### src/pkg/dssr_pkg.sv
// package for the dual sample serial readout: frame positions and result types
package dssr_pkg;
  localparam int RES_W = 12;
  localparam logic [5:0] FRAME_LEN = 6'd32;
  localparam logic [5:0] EDGE_HOLD = 6'd4;
  localparam logic [5:0] A_FIRST = 6'd5;
  localparam logic [5:0] A_LAST = 6'd16;
  localparam logic [5:0] GAP_FIRST = 6'd17;
  localparam logic [5:0] B_FIRST = 6'd21;
  localparam logic [5:0] B_LAST = 6'd32;
  localparam logic [5:0] CNT_RST = 6'h00;
  localparam logic [3:0] MSB_POS = 4'hb;
  localparam logic [11:0] POS_FULL = 12'h7ff;
  localparam logic [11:0] NEG_FULL = 12'h800;
  localparam logic [11:0] SIGN_FLIP = 12'h800;
  localparam logic [11:0] RES_RST = 12'h000;

  typedef struct packed {
    logic [11:0] chan_a;
    logic [11:0] chan_b;
  } dssr_pair_t;
endpackage : dssr_pkg

### src/core/dssr_core.sv
// serial result framing with parallel result buffer for the dual sample converter
`timescale 1ns/1ps
module dssr_core #(
  parameter int IN_W = 14
) (
  input wire logic clk,
  input wire logic sys_rst,
  input wire logic cs_n,
  input wire logic sclk,
  input wire logic signed [IN_W-1:0] first_channel_difference,
  input wire logic signed [IN_W-1:0] second_channel_difference,
  output logic dout,
  output logic dout_oe,
  output dssr_pkg::dssr_pair_t result,
  output logic result_valid,
  input wire logic result_ready,
  output logic result_room
);

  logic sclk_q_reg;
  logic cs_q_reg;
  logic [5:0] cnt_reg;
  logic [5:0] cnt_next;
  logic edge_w;
  logic [11:0] held_a_reg;
  logic [11:0] held_b_reg;
  logic [11:0] approx_a_reg;
  logic [11:0] approx_b_reg;
  logic [11:0] approx_a_next;
  logic [11:0] approx_b_next;
  logic [3:0] pos_w;
  logic dout_reg;
  logic dout_next;
  logic dout_oe_reg;
  logic push_w;
  logic pop_w;
  dssr_pkg::dssr_pair_t out_data_reg;
  dssr_pkg::dssr_pair_t skid_data_reg;
  dssr_pkg::dssr_pair_t in_data_w;
  logic out_valid_reg;
  logic skid_valid_reg;
  logic room_reg;

  // saturate the difference input to the 12-bit code range
  function automatic logic [11:0] clamp(input logic signed [IN_W-1:0] x);
    logic signed [IN_W-1:0] hi;
    logic signed [IN_W-1:0] lo;
    hi = IN_W'(signed'(2047));
    lo = IN_W'(signed'(-2048));
    if (x >= hi)
    begin
      clamp = dssr_pkg::POS_FULL;
    end
    else if (x <= lo)
    begin
      clamp = dssr_pkg::NEG_FULL;
    end
    else
    begin
      clamp = x[11:0];
    end
  endfunction : clamp

  // one successive approximation step on offset binary
  function automatic logic [11:0] sar_step(input logic [11:0] held, input logic [11:0] approx,
                                           input logic [3:0] pos);
    logic [11:0] trial;
    trial = approx | (12'h001 << pos);
    sar_step = ((held ^ dssr_pkg::SIGN_FLIP) >= trial) ? trial : approx;
  endfunction : sar_step

  // select low with clock low counts as the first falling edge
  assign edge_w = !cs_n && ((sclk_q_reg && !sclk) || (cs_q_reg && !sclk));

  always_ff @(posedge clk)
  begin
    if (sys_rst)
    begin
      sclk_q_reg <= 1'b0;
      cs_q_reg <= 1'b1;
    end
    else
    begin
      sclk_q_reg <= sclk;
      cs_q_reg <= cs_n;
    end
  end

  always_comb
  begin
    cnt_next = cnt_reg;
    if (edge_w)
    begin
      cnt_next = (cnt_reg == dssr_pkg::FRAME_LEN) ? 6'd1 : cnt_reg + 6'd1;
    end
  end

  // edge counter, cleared whenever select is high
  always_ff @(posedge clk)
  begin
    if (sys_rst || cs_n)
    begin
      cnt_reg <= dssr_pkg::CNT_RST;
    end
    else
    begin
      cnt_reg <= cnt_next;
    end
  end

  // common hold of both channels
  always_ff @(posedge clk)
  begin
    if (sys_rst)
    begin
      held_a_reg <= dssr_pkg::RES_RST;
      held_b_reg <= dssr_pkg::RES_RST;
    end
    else if (edge_w && cnt_next == dssr_pkg::EDGE_HOLD)
    begin
      held_a_reg <= clamp(first_channel_difference);
      held_b_reg <= clamp(second_channel_difference);
    end
  end

  always_comb
  begin
    pos_w = 4'h0;
    approx_a_next = approx_a_reg;
    approx_b_next = approx_b_reg;
    dout_next = dout_reg;
    if (cnt_next >= dssr_pkg::A_FIRST && cnt_next <= dssr_pkg::A_LAST)
    begin
      pos_w = 4'(dssr_pkg::A_LAST - cnt_next);
      approx_a_next = sar_step(held_a_reg, approx_a_reg, pos_w);
      approx_b_next = sar_step(held_b_reg, approx_b_reg, pos_w);
      dout_next = approx_a_next[pos_w] ^ (pos_w == dssr_pkg::MSB_POS);
    end
    else if (cnt_next >= dssr_pkg::B_FIRST && cnt_next <= dssr_pkg::B_LAST)
    begin
      pos_w = 4'(dssr_pkg::B_LAST - cnt_next);
      dout_next = approx_b_reg[pos_w] ^ (pos_w == dssr_pkg::MSB_POS);
    end
    else
    begin
      dout_next = 1'b0;
    end
  end

  // conversion registers and serial bit, stepped on each falling edge
  always_ff @(posedge clk)
  begin
    if (sys_rst)
    begin
      approx_a_reg <= dssr_pkg::RES_RST;
      approx_b_reg <= dssr_pkg::RES_RST;
      dout_reg <= 1'b0;
    end
    else if (edge_w)
    begin
      if (cnt_next == dssr_pkg::EDGE_HOLD)
      begin
        approx_a_reg <= dssr_pkg::RES_RST;
        approx_b_reg <= dssr_pkg::RES_RST;
      end
      else
      begin
        approx_a_reg <= approx_a_next;
        approx_b_reg <= approx_b_next;
      end
      dout_reg <= dout_next;
    end
  end

  always_ff @(posedge clk)
  begin
    if (sys_rst)
    begin
      dout_oe_reg <= 1'b0;
    end
    else
    begin
      dout_oe_reg <= !cs_n;
    end
  end

  // two-entry buffer: output register plus skid register
  assign in_data_w = '{chan_a: approx_a_reg ^ dssr_pkg::SIGN_FLIP,
                       chan_b: approx_b_reg ^ dssr_pkg::SIGN_FLIP};
  assign push_w = edge_w && cnt_next == dssr_pkg::GAP_FIRST && !skid_valid_reg;
  assign pop_w = out_valid_reg && result_ready;

  always_ff @(posedge clk)
  begin
    if (sys_rst)
    begin
      out_valid_reg <= 1'b0;
      skid_valid_reg <= 1'b0;
      room_reg <= 1'b1;
      out_data_reg <= '0;
      skid_data_reg <= '0;
    end
    else if (!out_valid_reg || pop_w)
    begin
      if (skid_valid_reg)
      begin
        out_data_reg <= skid_data_reg;
        out_valid_reg <= 1'b1;
        skid_valid_reg <= push_w;
        room_reg <= !push_w;
        if (push_w)
        begin
          skid_data_reg <= in_data_w;
        end
      end
      else
      begin
        out_valid_reg <= push_w;
        if (push_w)
        begin
          out_data_reg <= in_data_w;
        end
      end
    end
    else if (push_w)
    begin
      skid_valid_reg <= 1'b1;
      room_reg <= 1'b0;
      skid_data_reg <= in_data_w;
    end
  end

  assign dout = dout_reg;
  assign dout_oe = dout_oe_reg;
  assign result = out_data_reg;
  assign result_valid = out_valid_reg;
  assign result_room = room_reg;
endmodule : dssr_core

### config.mk
export PLATFORM = sky130hd
export DESIGN_NAME = dssr_core
export DESIGN_NICKNAME = d
export VERILOG_FILES = /design/src/pkg/dssr_pkg.sv /design/src/core/dssr_core.sv
export SDC_FILE = /design/constraint.sdc
export NUM_CORES = 1
export LEC_CHECK = 0
export BUFFER_PORTS_ARGS = -buffer_cell sky130_fd_sc_hd__buf_2
export CORE_MARGIN = 5
export CORE_UTILIZATION = 35
export CTS_BUF_LIST = sky130_fd_sc_hd__clkbuf_16
export DETAILED_ROUTE_END_ITERATION = 12
export PLACE_DENSITY = 0.5
export SYNTH_ARGS = -nofsm -noshare
export SYNTH_HDL_FRONTEND = slang
export SYNTH_SLANG_ARGS = --single-unit
### constraint.sdc
create_clock -name clk -period 9.6 [get_ports clk]
set_clock_uncertainty 0.2 [all_clocks]
set_input_delay 0.48 -clock clk [delete_from_list [all_inputs] [get_ports clk]]
set_output_delay 0.48 -clock clk [all_outputs]
set_load 0.02 [all_outputs]
==> summary.txt, run 1 <==
Critical path
  • Setup CP Type: reg -> reg
  • Origin of the critical flop-to-flop path: cnt_reg[0]
  • Setup crit end kind: flop
  • Worst r2r dst: dout
  • CP max stage delay: 0.89 ns
  • Kind of cell adding the most delay to the critical path: compound AO/OA/AOI/OAI gates
  • Reg2reg path depth: 18
  • Worst EP required: 9.64 ns
  • CP max FO: 17
  • CP bufs+invs: 1
  • Arr. time, crit path: 6.07 ns
  • Cell chain of the critical path: inv_1 -> ha_1 -> and4b_1 -> o21ai_1 -> o21ai_1 -> xnor2_1 -> and3_1 -> nor2_1 -> ha_1 -> a21o_1 -> or3b_2 -> o21ai_0 -> a31oi_1 -> a2111oi_0 -> a31o_2 -> o32ai_1 -> nor3b_1 -> o21bai_1
  • Startpoint Class: flop
  • Reg-to-reg setup timing slack: 3.57 ns
  • Slowest CP cell: xnor2_1

Timing
  • Total negative slack: 0 ns
  • Headroom to the max-slew limit: 19.2%
  • Tcrit/Tclk final: 62.8%
  • Hold Vio Cnt, Final: 0
  • Highest Clock Rate: 0.166 GHz
  • Final Critical Period: 6.03 ns
  • Slew @ Worst Pin: 1.21 ns
  • RSZ-0062 raised after global routing: no
  • Min setup slack post-route: 3.57 ns
  • Max Slew Vio Count: 0
  • Setup violations, final: 0

Clocking
  • CTS HTree Levels: 3
  • Clock sinks: 109
  • Clock Latency Late Sink: 0.36 ns
  • Gates resized, CTS repair: 0
  • CTS tree: built
  • Num CTS Buffers: 9
  • Setup bufs post-CTS: 0
  • Worst-path clk slew: 0.07 ns
  • Clk root buf: clkbuf_16
  • Clock Path Buffers: 2
  • Hold buffers post-CTS: 0

Synth
  • Syn avg cell area: 8.59 sq um
  • Asr flop ratio synth: 0%
  • Yosys cell types: 68
  • Adder-cell share of the synthesized area: 7.30%
  • Commonest register cell after synthesis: dfxtp_1
  • Number of synthesized flops with an enable pin: 0
  • Post-synth net total: 725
  • Post-synthesis sequential area ratio: 38.6%
  • Synth Area in XOR/XNOR: 0.774%
  • Mapped Cells: 659
  • Post-Synth Simple-Gate Area: 20.2%
  • Register bit total from synthesis: 109
  • Synth warn: 0
  • Area fraction in compound gates after synthesis: 22.4%
  • Mux cell area share after synthesis: 6.43%
  • Largest family of logic cells by synthesized area: compound AO/OA/AOI/OAI gates
  • Post-Syn Area: 5660 sq um

Detailed routing
  • Wirelength per Cell: 16.2 um
  • Iteration count of the initial detailed-routing pass: 5
  • Via density: 5.33
  • Final ANT Viol Nets: 0
  • Routed WL: 14800 um
  • Vias after detailed routing: 4881
  • Initial DRC Count: 304
  • # DRC: 0

Status
  • Outcome: finished clean

Power
  • Pleak: 2.27 nW
  • Peak VDD IR: 0.000108 V
  • PwrDens: 142 nW/um^2
  • Total power: 906 uW

Placed design
  • Placed Area: 6070 sq um
  • Post-DP HPWL: 11000 um
  • Number of I/O port buffers: 60
  • Global placement routability congestion: 0.888
  • Dpl ws: 3.58 ns

Finish
  • Antenna cell count: 0
  • Fill cells: 1676
  • Register cell area after layout: 2180 sq um
  • Area grow syn2layout: 12.5%
  • Layout cells sized above 1: 16.5%
  • Design Area, Final: 6370 sq um
  • Nets@finish: 760
  • Footprint of the multi-input gates: 3240 sq um
  • Core Util, Final: 40.1%

Floorplan
  • Die X: 137 um
  • I/O Pins: 61
  • Core box area: 15900 sq um
  • Die ar.: 18800 sq um
  • Initial Util: 35.6%
  • Chip height: 137 um
  • Placement row count: 46

Worst hold path
  • Hold path startpoint: cs_n
  • Worst min-delay path class: in -> reg
  • Hold path depth: 2
  • Hold endpoint: dout_oe

Global route
  • Gr usage total: 16.6%
  • Gr ovfl total: 0
  • First-pass GRT wire length: 24900 um
  • Largest net degree at the start of global routing: 47
  • Vias in the first global route: 4863
  • Antenna violations before repair: 0

Run
  • Max cap viols: 0
## synth_stat cells, drive strengths merged (4+ instances only)
cell | count | area, sq um
a31oi | 8 | 50.1
nand2b | 7 | 43.8
a211oi | 25 | 278
nor3 | 15 | 101
o21ai | 9 | 45.0
or2 | 4 | 27.5
clkbuf | 26 | 97.6
a21o | 4 | 30.0
and3 | 8 | 50.1
nand2 | 90 | 338
ha | 33 | 413
or3 | 4 | 30.0
nand4 | 5 | 31.3
nor4 | 4 | 25.0
nand3 | 15 | 75.1
dfxtp | 109 | 2180
mux2i | 33 | 330
o211ai | 24 | 180
buf | 14 | 97.6
a21oi | 70 | 354
nor2b | 4 | 35.0
a2111oi | 5 | 43.8
a22o | 8 | 70.1
nor2 | 81 | 314
inv | 13 | 48.8
## worst max-delay path by stage
stage                     from   end  slack, ns  cells after the start
floorplan           cnt_reg[0]  dout       4.93                     20
global placement          sclk  dout       3.69                     18
detailed placement        sclk  dout       3.58                     18
CTS                 cnt_reg[0]  dout       3.58                     18
global route        cnt_reg[1]  dout       3.02                     18
finish              cnt_reg[0]  dout       3.57                     18
## final cells by class
class | count | area share (%)
multi-input combinational | 497 | 50.9
sequential | 109 | 34.3
timing repair buffer | 64 | 5.19
tap | 216 | 4.24
clock buffer | 9 | 3.54
clock inverter | 7 | 1.14
inverter | 13 | 0.766
## report_power, final
part | internal (mW) | switching, mW | total, mW
clock network | 0.204 | 0.176 | 0.380
registers | 0.452 | 0.000630 | 0.453
logic | 0.0247 | 0.0480 | 0.0727
total | 0.681 | 0.225 | 0.906
## logic make-up after synthesis
logic type               Yosys count
flip-flops                       109
AND/OR/NAND/NOR                  246
XOR/XNOR                           5
multiplexers                      35
buffers and inverters             53
AO/OA/AOI/OAI                    178
adder cells (fa/ha/maj)           33
## per-layer routing
layer | routed length [um] | up-vias | track usage, %
met2 | 7370 | 102 | 29.1
met4 | 185 | 0 | 4.49
met3 | 653 | 15 | 3.20
met1 | 6610 | 2313 | 20.8
met5 | 0 | - | 0
li1 | - | 2451 | -
## placed cells by master, fill, tap and decap left out, types with 11 or more instances in the layout
cell type / count
nor3_1: 11
buf_2: 60
dfxtp_1: 109
nand3_1: 15
ha_1: 33
nor2_1: 79
a211oi_2: 18
nand2_1: 90
o211ai_1: 24
mux2i_1: 33
a21oi_1: 69
inv_1: 12
## per-stage QoR
step | hold slack (ns) | std cells
after floorplan | 0.232 | 659
after global placement | 0.237 | 899
after detailed placement | 0.244 | 899
after CTS | 0.105 | 915
after global routing | 0.123 | 915
final | 0.126 | 915
## worst reg2reg max path: stages, from the launching register on
cell and delay (ns):
dfxtp_1 0.39, inv_1 0.09, ha_1 0.20, and4b_1 0.23
o21ai_1 0.85, o21ai_1 0.32, xnor2_1 0.89, and3_1 0.39
nor2_1 0.10, ha_1 0.30, a21o_1 0.17, or3b_2 0.43
o21ai_0 0.10, a31oi_1 0.15, a2111oi_0 0.50, a31o_2 0.18
o32ai_1 0.09, nor3b_1 0.25, o21bai_1 0.10
Note: power is estimated with default switching activity, not from simulation.
==> run 2, diff against run 1 <==
--- a/config.mk
+++ b/config.mk
@@ -10,7 +10,7 @@
 export CORE_UTILIZATION = 35
 export CTS_BUF_LIST = sky130_fd_sc_hd__clkbuf_16
 export DETAILED_ROUTE_END_ITERATION = 12
-export PLACE_DENSITY = 0.5
+export PLACE_DENSITY = 0.52
 export SYNTH_ARGS = -nofsm -noshare
 export SYNTH_HDL_FRONTEND = slang
 export SYNTH_SLANG_ARGS = --single-unit
==> constraint.sdc (replaced) <==
create_clock -name clk -period 5 [get_ports clk]
set_clock_uncertainty 0.2 [all_clocks]
set_input_delay 0.25 -clock clk [delete_from_list [all_inputs] [get_ports clk]]
set_output_delay 0.25 -clock clk [all_outputs]
set_load 0.02 [all_outputs]
==> run 2 against run 1 <==
First-iteration DRC count down 25%. Sequential power up 92%. Die area unchanged. Critical path depth up 1. Core utilization up 1.0 points. Combinational power up 110%. Sequential cell count unchanged. Total power up 86%. Highest routed layer unchanged.
==> summary.txt, run 2 (synthesized netlist as in run 1, its figures left out) <==
Timing
  • Setup violations, final: 0
  • Headroom to the max-slew limit: 34.3%
  • RSZ-0062 raised after global routing: no
  • Total negative slack: 0 ns
  • Hold Vio Cnt, Final: 0
  • Max Slew Vio Count: 0
  • Slew @ Worst Pin: 0.982 ns
  • Final Critical Period: 4.71 ns
  • Fin Hold WS: 0.0583 ns
  • Highest Clock Rate: 0.212 GHz
  • Tcrit/Tclk final: 94.2%

Worst hold path
  • Worst min-delay path class: in -> reg
  • Hold endpoint: held_a_reg[0]
  • Hold path startpoint: first_channel_difference[0]
  • Hold path depth: 3

Global route
  • Gr usage total: 16.5%
  • Largest net degree at the start of global routing: 56
  • First-pass GRT wire length: 24700 um
  • Vias in the first global route: 4968
  • Gr ovfl total: 0
  • Antenna violations before repair: 0

Finish
  • Most common cell after layout, fill and taps aside: dfxtp_1
  • Layout cells sized above 1: 18.8%
  • Antenna cell count: 0
  • Most frequent cells in the layout: dfxtp_1, nand2_1, nor2_1
  • Area grow syn2layout: 15.4%
  • Nets@finish: 780
  • Design Area, Final: 6530 sq um

Critical path
  • CP max stage delay: 0.44 ns
  • Reg2reg path depth: 19
  • Origin of the critical flop-to-flop path: cnt_reg[0]
  • Crit-path most repeated cell: ha_1
  • Arr. time, crit path: 4.75 ns
  • Cell chain of the critical path: inv_1 -> ha_1 -> and4b_1 -> o21ai_2 -> ha_1 -> ha_1 -> inv_1 -> and3_1 -> nor2_1 -> ha_1 -> a21o_1 -> or3b_2 -> o21ai_0 -> a31oi_2 -> a2111oi_1 -> a31o_2 -> o32ai_1 -> nor3b_1 -> o21bai_1
  • Setup CP Type: reg -> reg
  • Startpoint Class: flop
  • Worst EP required: 5.04 ns
  • Reg-to-reg setup timing slack: 0.29 ns
  • Crit path from: cnt_reg[0]
  • Setup crit end kind: flop
  • Slowest CP cell: or3b_2
  • CP max FO: 7
  • Worst r2r dst: dout

Clocking
  • CTS tree: built
  • Num CTS Buffers: 9
  • Clock sinks: 109
  • Clock Latency Late Sink: 0.36 ns
  • Clock Path Buffers: 2
  • CTS HTree Levels: 3
  • Worst-path clk slew: 0.07 ns
  • Clk root buf: clkbuf_16
  • Setup bufs post-CTS: 0

Floorplan
  • Placement row count: 46
  • Core box area: 15900 sq um
  • I/O Pins: 61
  • Chip height: 137 um
  • Die X: 137 um
  • Initial Util: 35.6%
  • Die ar.: 18800 sq um

Status
  • Outcome: finished clean

Detailed routing
  • Wirelength per Cell: 15.8 um
  • Final ANT Viol Nets: 0
  • Initial DRC Count: 228
  • Routed WL: 14700 um
  • Via density: 5.27
  • Iteration count of the initial detailed-routing pass: 4
  • # DRC: 0
  • Vias after detailed routing: 4931

Placed design
  • Global placement routability congestion: 0.890
  • Number of I/O port buffers: 60
  • Post-DP HPWL: 11100 um
  • Placed Area: 6190 sq um

Run
  • Max cap viols: 0

Power
  • PwrDens: 258 nW/um^2
  • Peak VDD IR: 0.000169 V
  • Pleak: 2.37 nW
## run 2: per-stage QoR
stage / setup slack (ns) / util [%] / cells / power (mW)
6_report: 0.291 / 41.1 / 935 / 1.68
5_1_grt: 0.0203 / 41.1 / 935 / 1.76
4_1_cts: 0.0961 / 40.9 / 935 / 1.71
3_5_place_dp: 0.111 / 39.0 / 915 / 1.04
3_3_place_gp: 0.246 / 39.0 / 915 / 1.03
2_1_floorplan: 0.334 / - / 659 / 0.985
## run 2: timing repair
item | 4_1_cts | 5_1_grt
hold buffers | 4 | 0
endpoints found under the setup margin | 0 | 24
endpoints found under the hold margin | 4 | 0
resized for setup | 0 | 7
## run 2: layer usage
| metal | up-vias | wire, um | global-route usage, % |
|---|---|---|---|
| met5 | - | 0 | 0 |
| met4 | 0 | 272 | 4.82 |
| met3 | 16 | 769 | 4.82 |
| met2 | 86 | 7310 | 27.8 |
| met1 | 2343 | 6390 | 20.4 |
| li1 | 2486 | - | - |
## run 2: cell type report
cell class                 instances  area, sq um
clock buffer                       9          225
clock inverter                     7         41.3
fill                            1631         9350
inverter                          13         48.8
multi-input combinational        497         3270
sequential                       109         2180
tap                              216          270
timing repair buffer              84          490
## run 2: how the worst max path moves through the flow
| stage | end | slack (ns) |
|---|---|---|
| after floorplan | dout | 0.33 |
| after global placement | approx_a_reg[0] | 0.25 |
| after detailed placement | approx_a_reg[0] | 0.11 |
| after CTS | approx_a_reg[0] | 0.1 |
| after global routing | dout | 0.02 |
| final | dout | 0.29 |
## run 2: where the power goes
part,switching [mW],leakage [nW],internal (mW),total [mW]
sequential,0.00134,0.878,0.869,0.870
clock,0.326,0.136,0.336,0.662
combinational,0.0947,1.36,0.0571,0.152
total,0.422,2.37,1.26,1.68
## run 2: critical path, delay by kind of cell, from the launching register on
family / cells / cell delay, ns
AO/OA/AOI/OAI: 8 / 1.41
flip-flops: 1 / 0.40
AND/OR/NAND/NOR: 5 / 1.18
buffers and inverters: 2 / 0.29
adder cells (fa/ha/maj): 4 / 1.10
==> run 3, diff against run 2 <==
--- a/config.mk
+++ b/config.mk
@@ -6,6 +6,7 @@
 export NUM_CORES = 1
 export LEC_CHECK = 0
 export BUFFER_PORTS_ARGS = -buffer_cell sky130_fd_sc_hd__buf_2
+export CORE_ASPECT_RATIO = 0.6
 export CORE_MARGIN = 5
 export CORE_UTILIZATION = 35
 export CTS_BUF_LIST = sky130_fd_sc_hd__clkbuf_16
==> run 3 against run 2 <==
Total power increased by 3.2%. Sequential power about the same. Wire length increased by 2.3%. Non-clock buffer count unchanged. Setup slack improved by 0.077 ns.
==> summary.txt, run 3 (synthesized netlist as in run 1, its figures left out) <==
Power
  • Design internal power: 1.28 mW
  • Logic pwr share: 9.1%
  • Reg power frac: 50.1%
  • Pleak: 2.37 nW
  • Switching share of power: 26.4%
  • PwrDens: 266 nW/um^2
  • Peak VDD IR: 0.000159 V
  • Switching pwr: 459 uW
  • Clock network fraction of total power: 40.9%
  • Total power: 1.74 mW

Global route
  • Antenna violations before repair: 1
  • Largest net degree at the start of global routing: 62
  • First-pass GRT wire length: 25000 um
  • Gr usage total: 16.3%
  • Vias in the first global route: 4812
  • Gr ovfl total: 0

Floorplan
  • Chip height: 108 um
  • Die X: 174 um
  • I/O Pins: 61
  • Die ar.: 18900 sq um
  • Placement row count: 36
  • Core box area: 16000 sq um
  • Initial Util: 35.3%

Critical path
  • Slowest CP cell: a2111oi_2
  • Kind of cell adding the most delay to the critical path: compound AO/OA/AOI/OAI gates
  • CP bufs+invs: 2
  • CP max stage delay: 0.43 ns
  • Setup crit end kind: flop
  • CP max FO: 7
  • Origin of the critical flop-to-flop path: cnt_reg[0]
  • Crit path from: cnt_reg[0]
  • Cell chain of the critical path: inv_1 -> ha_1 -> and4b_1 -> o21ai_1 -> ha_2 -> ha_1 -> inv_2 -> nand2_1 -> nor2_1 -> nor2_1 -> ha_1 -> a2111oi_1 -> a211o_1 -> a31oi_2 -> a2111oi_2 -> a31o_2 -> o32ai_1 -> nor3b_1 -> o21bai_1
  • Setup CP Type: reg -> reg
  • Worst EP required: 5.04 ns
  • Startpoint Class: flop
  • Crit-path most repeated cell: ha_1
  • Arr. time, crit path: 4.68 ns

Timing
  • Headroom to the max-slew limit: 31.4%
  • RSZ-0062 raised after global routing: no
  • Hold Vio Cnt, Final: 0
  • Setup violations, final: 0
  • Tcrit/Tclk final: 92.6%
  • Highest Clock Rate: 0.216 GHz
  • Final Critical Period: 4.63 ns
  • Total negative slack: 0 ns
  • Min setup slack post-route: 0.368 ns
  • Max Slew Vio Count: 0
  • Slew @ Worst Pin: 1.02 ns
  • Fin Hold WS: 0.0615 ns

Detailed routing
  • Vias after detailed routing: 4955
  • Final ANT Viol Nets: 0
  • Routed WL: 15100 um
  • Initial DRC Count: 351
  • # DRC: 0
  • Via density: 5.34
  • Iteration count of the initial detailed-routing pass: 8
  • Wirelength per Cell: 16.3 um

Clocking
  • Clock Path Buffers: 2
  • CTS tree: built
  • CTS HTree Levels: 3
  • Clk root buf: clkbuf_16
  • Worst-path clk slew: 0.08 ns
  • Clock Latency Late Sink: 0.35 ns
  • Clock sinks: 109
  • Num CTS Buffers: 9

Placed design
  • Number of I/O port buffers: 60
  • Global placement routability congestion: 0.945
  • # placed instances: 908
  • Dpl ws: 0.214 ns
  • Post-DP HPWL: 11300 um

Finish
  • Most frequent cells in the layout: dfxtp_1, nand2_1, nor2_1
  • Register cell area after layout: 2180 sq um
  • Nets@finish: 780
  • Final cell count without fillers: 928
  • Area grow syn2layout: 15.6%
  • Most common cell after layout, fill and taps aside: dfxtp_1
  • Layout cells sized above 1: 19.1%
  • Antenna cell count: 0
  • Footprint of the multi-input gates: 3270 sq um
  • Fill cells: 1614

Worst hold path
  • Hold path startpoint: first_channel_difference[3]
  • Worst min-delay path class: in -> reg

Run
  • Max cap viols: 0

Status
  • Outcome: finished clean
-- run 3: area by class of cell --
type / instances / share of cell area (%)
clock buffers: 9 / 3.44
clock inverters: 7 / 1.05
inverters: 13 / 0.746
multi-input cells: 497 / 49.9
flip-flops and latches: 109 / 33.4
well taps: 209 / 4.00
repair buffers: 84 / 7.50
-- run 3: power groups by stage --
| stage | logic [mW] | registers, mW | clock network [mW] |
|---|---|---|---|
| floorplan | 0.0937 | 0.891 | 0 |
| global placement | 0.147 | 0.890 | 0 |
| detailed placement | 0.148 | 0.890 | 0 |
| CTS | 0.151 | 0.870 | 0.735 |
| global route | 0.173 | 0.870 | 0.765 |
| finish | 0.158 | 0.870 | 0.710 |
-- run 3: timing repair --
item,4_1_cts,5_1_grt
endpoints found under the hold margin,4,0
setup buffers,0,0
gates resized for setup,0,9
hold buffers,4,0
setup endpoints to repair,0,24
-- run 3: layer usage --
metal | global-route usage, % | up-vias | wire, um
met3 | 4.23 | 17 | 992
met5 | 0 | - | 13
met2 | 24.5 | 121 | 6360
met1 | 23.5 | 2324 | 7580
li1 | - | 2491 | -
met4 | 3.33 | 2 | 132
-- run 3: final timing paths --
| check | endpoint | slack (ns) | cells past startpoint |
|---|---|---|---|
| worst max-delay path | dout | 0.37 | 19 |
| worst min-delay path | held_a_reg[3] | 0.06 | 3 |
| worst max register to register | dout | 0.37 | 19 |
| worst min register to register | skid_data_reg[1] | 0.25 | 2 |
-- run 3: worst min-delay path, cell delays in order --
cell and delay, ns:
buf_2 0.10, o211ai_1 0.09, a21oi_1 0.14
-- run 3: per-stage QoR --
| step | area (sq um) | utilization [%] |
|---|---|---|
| detailed placement | 6180 | 38.5 |
| global route | 6540 | 40.8 |
| floorplan | 5660 | - |
| global placement | 6180 | 38.5 |
| CTS | 6520 | 40.6 |
| finish | 6540 | 40.8 |
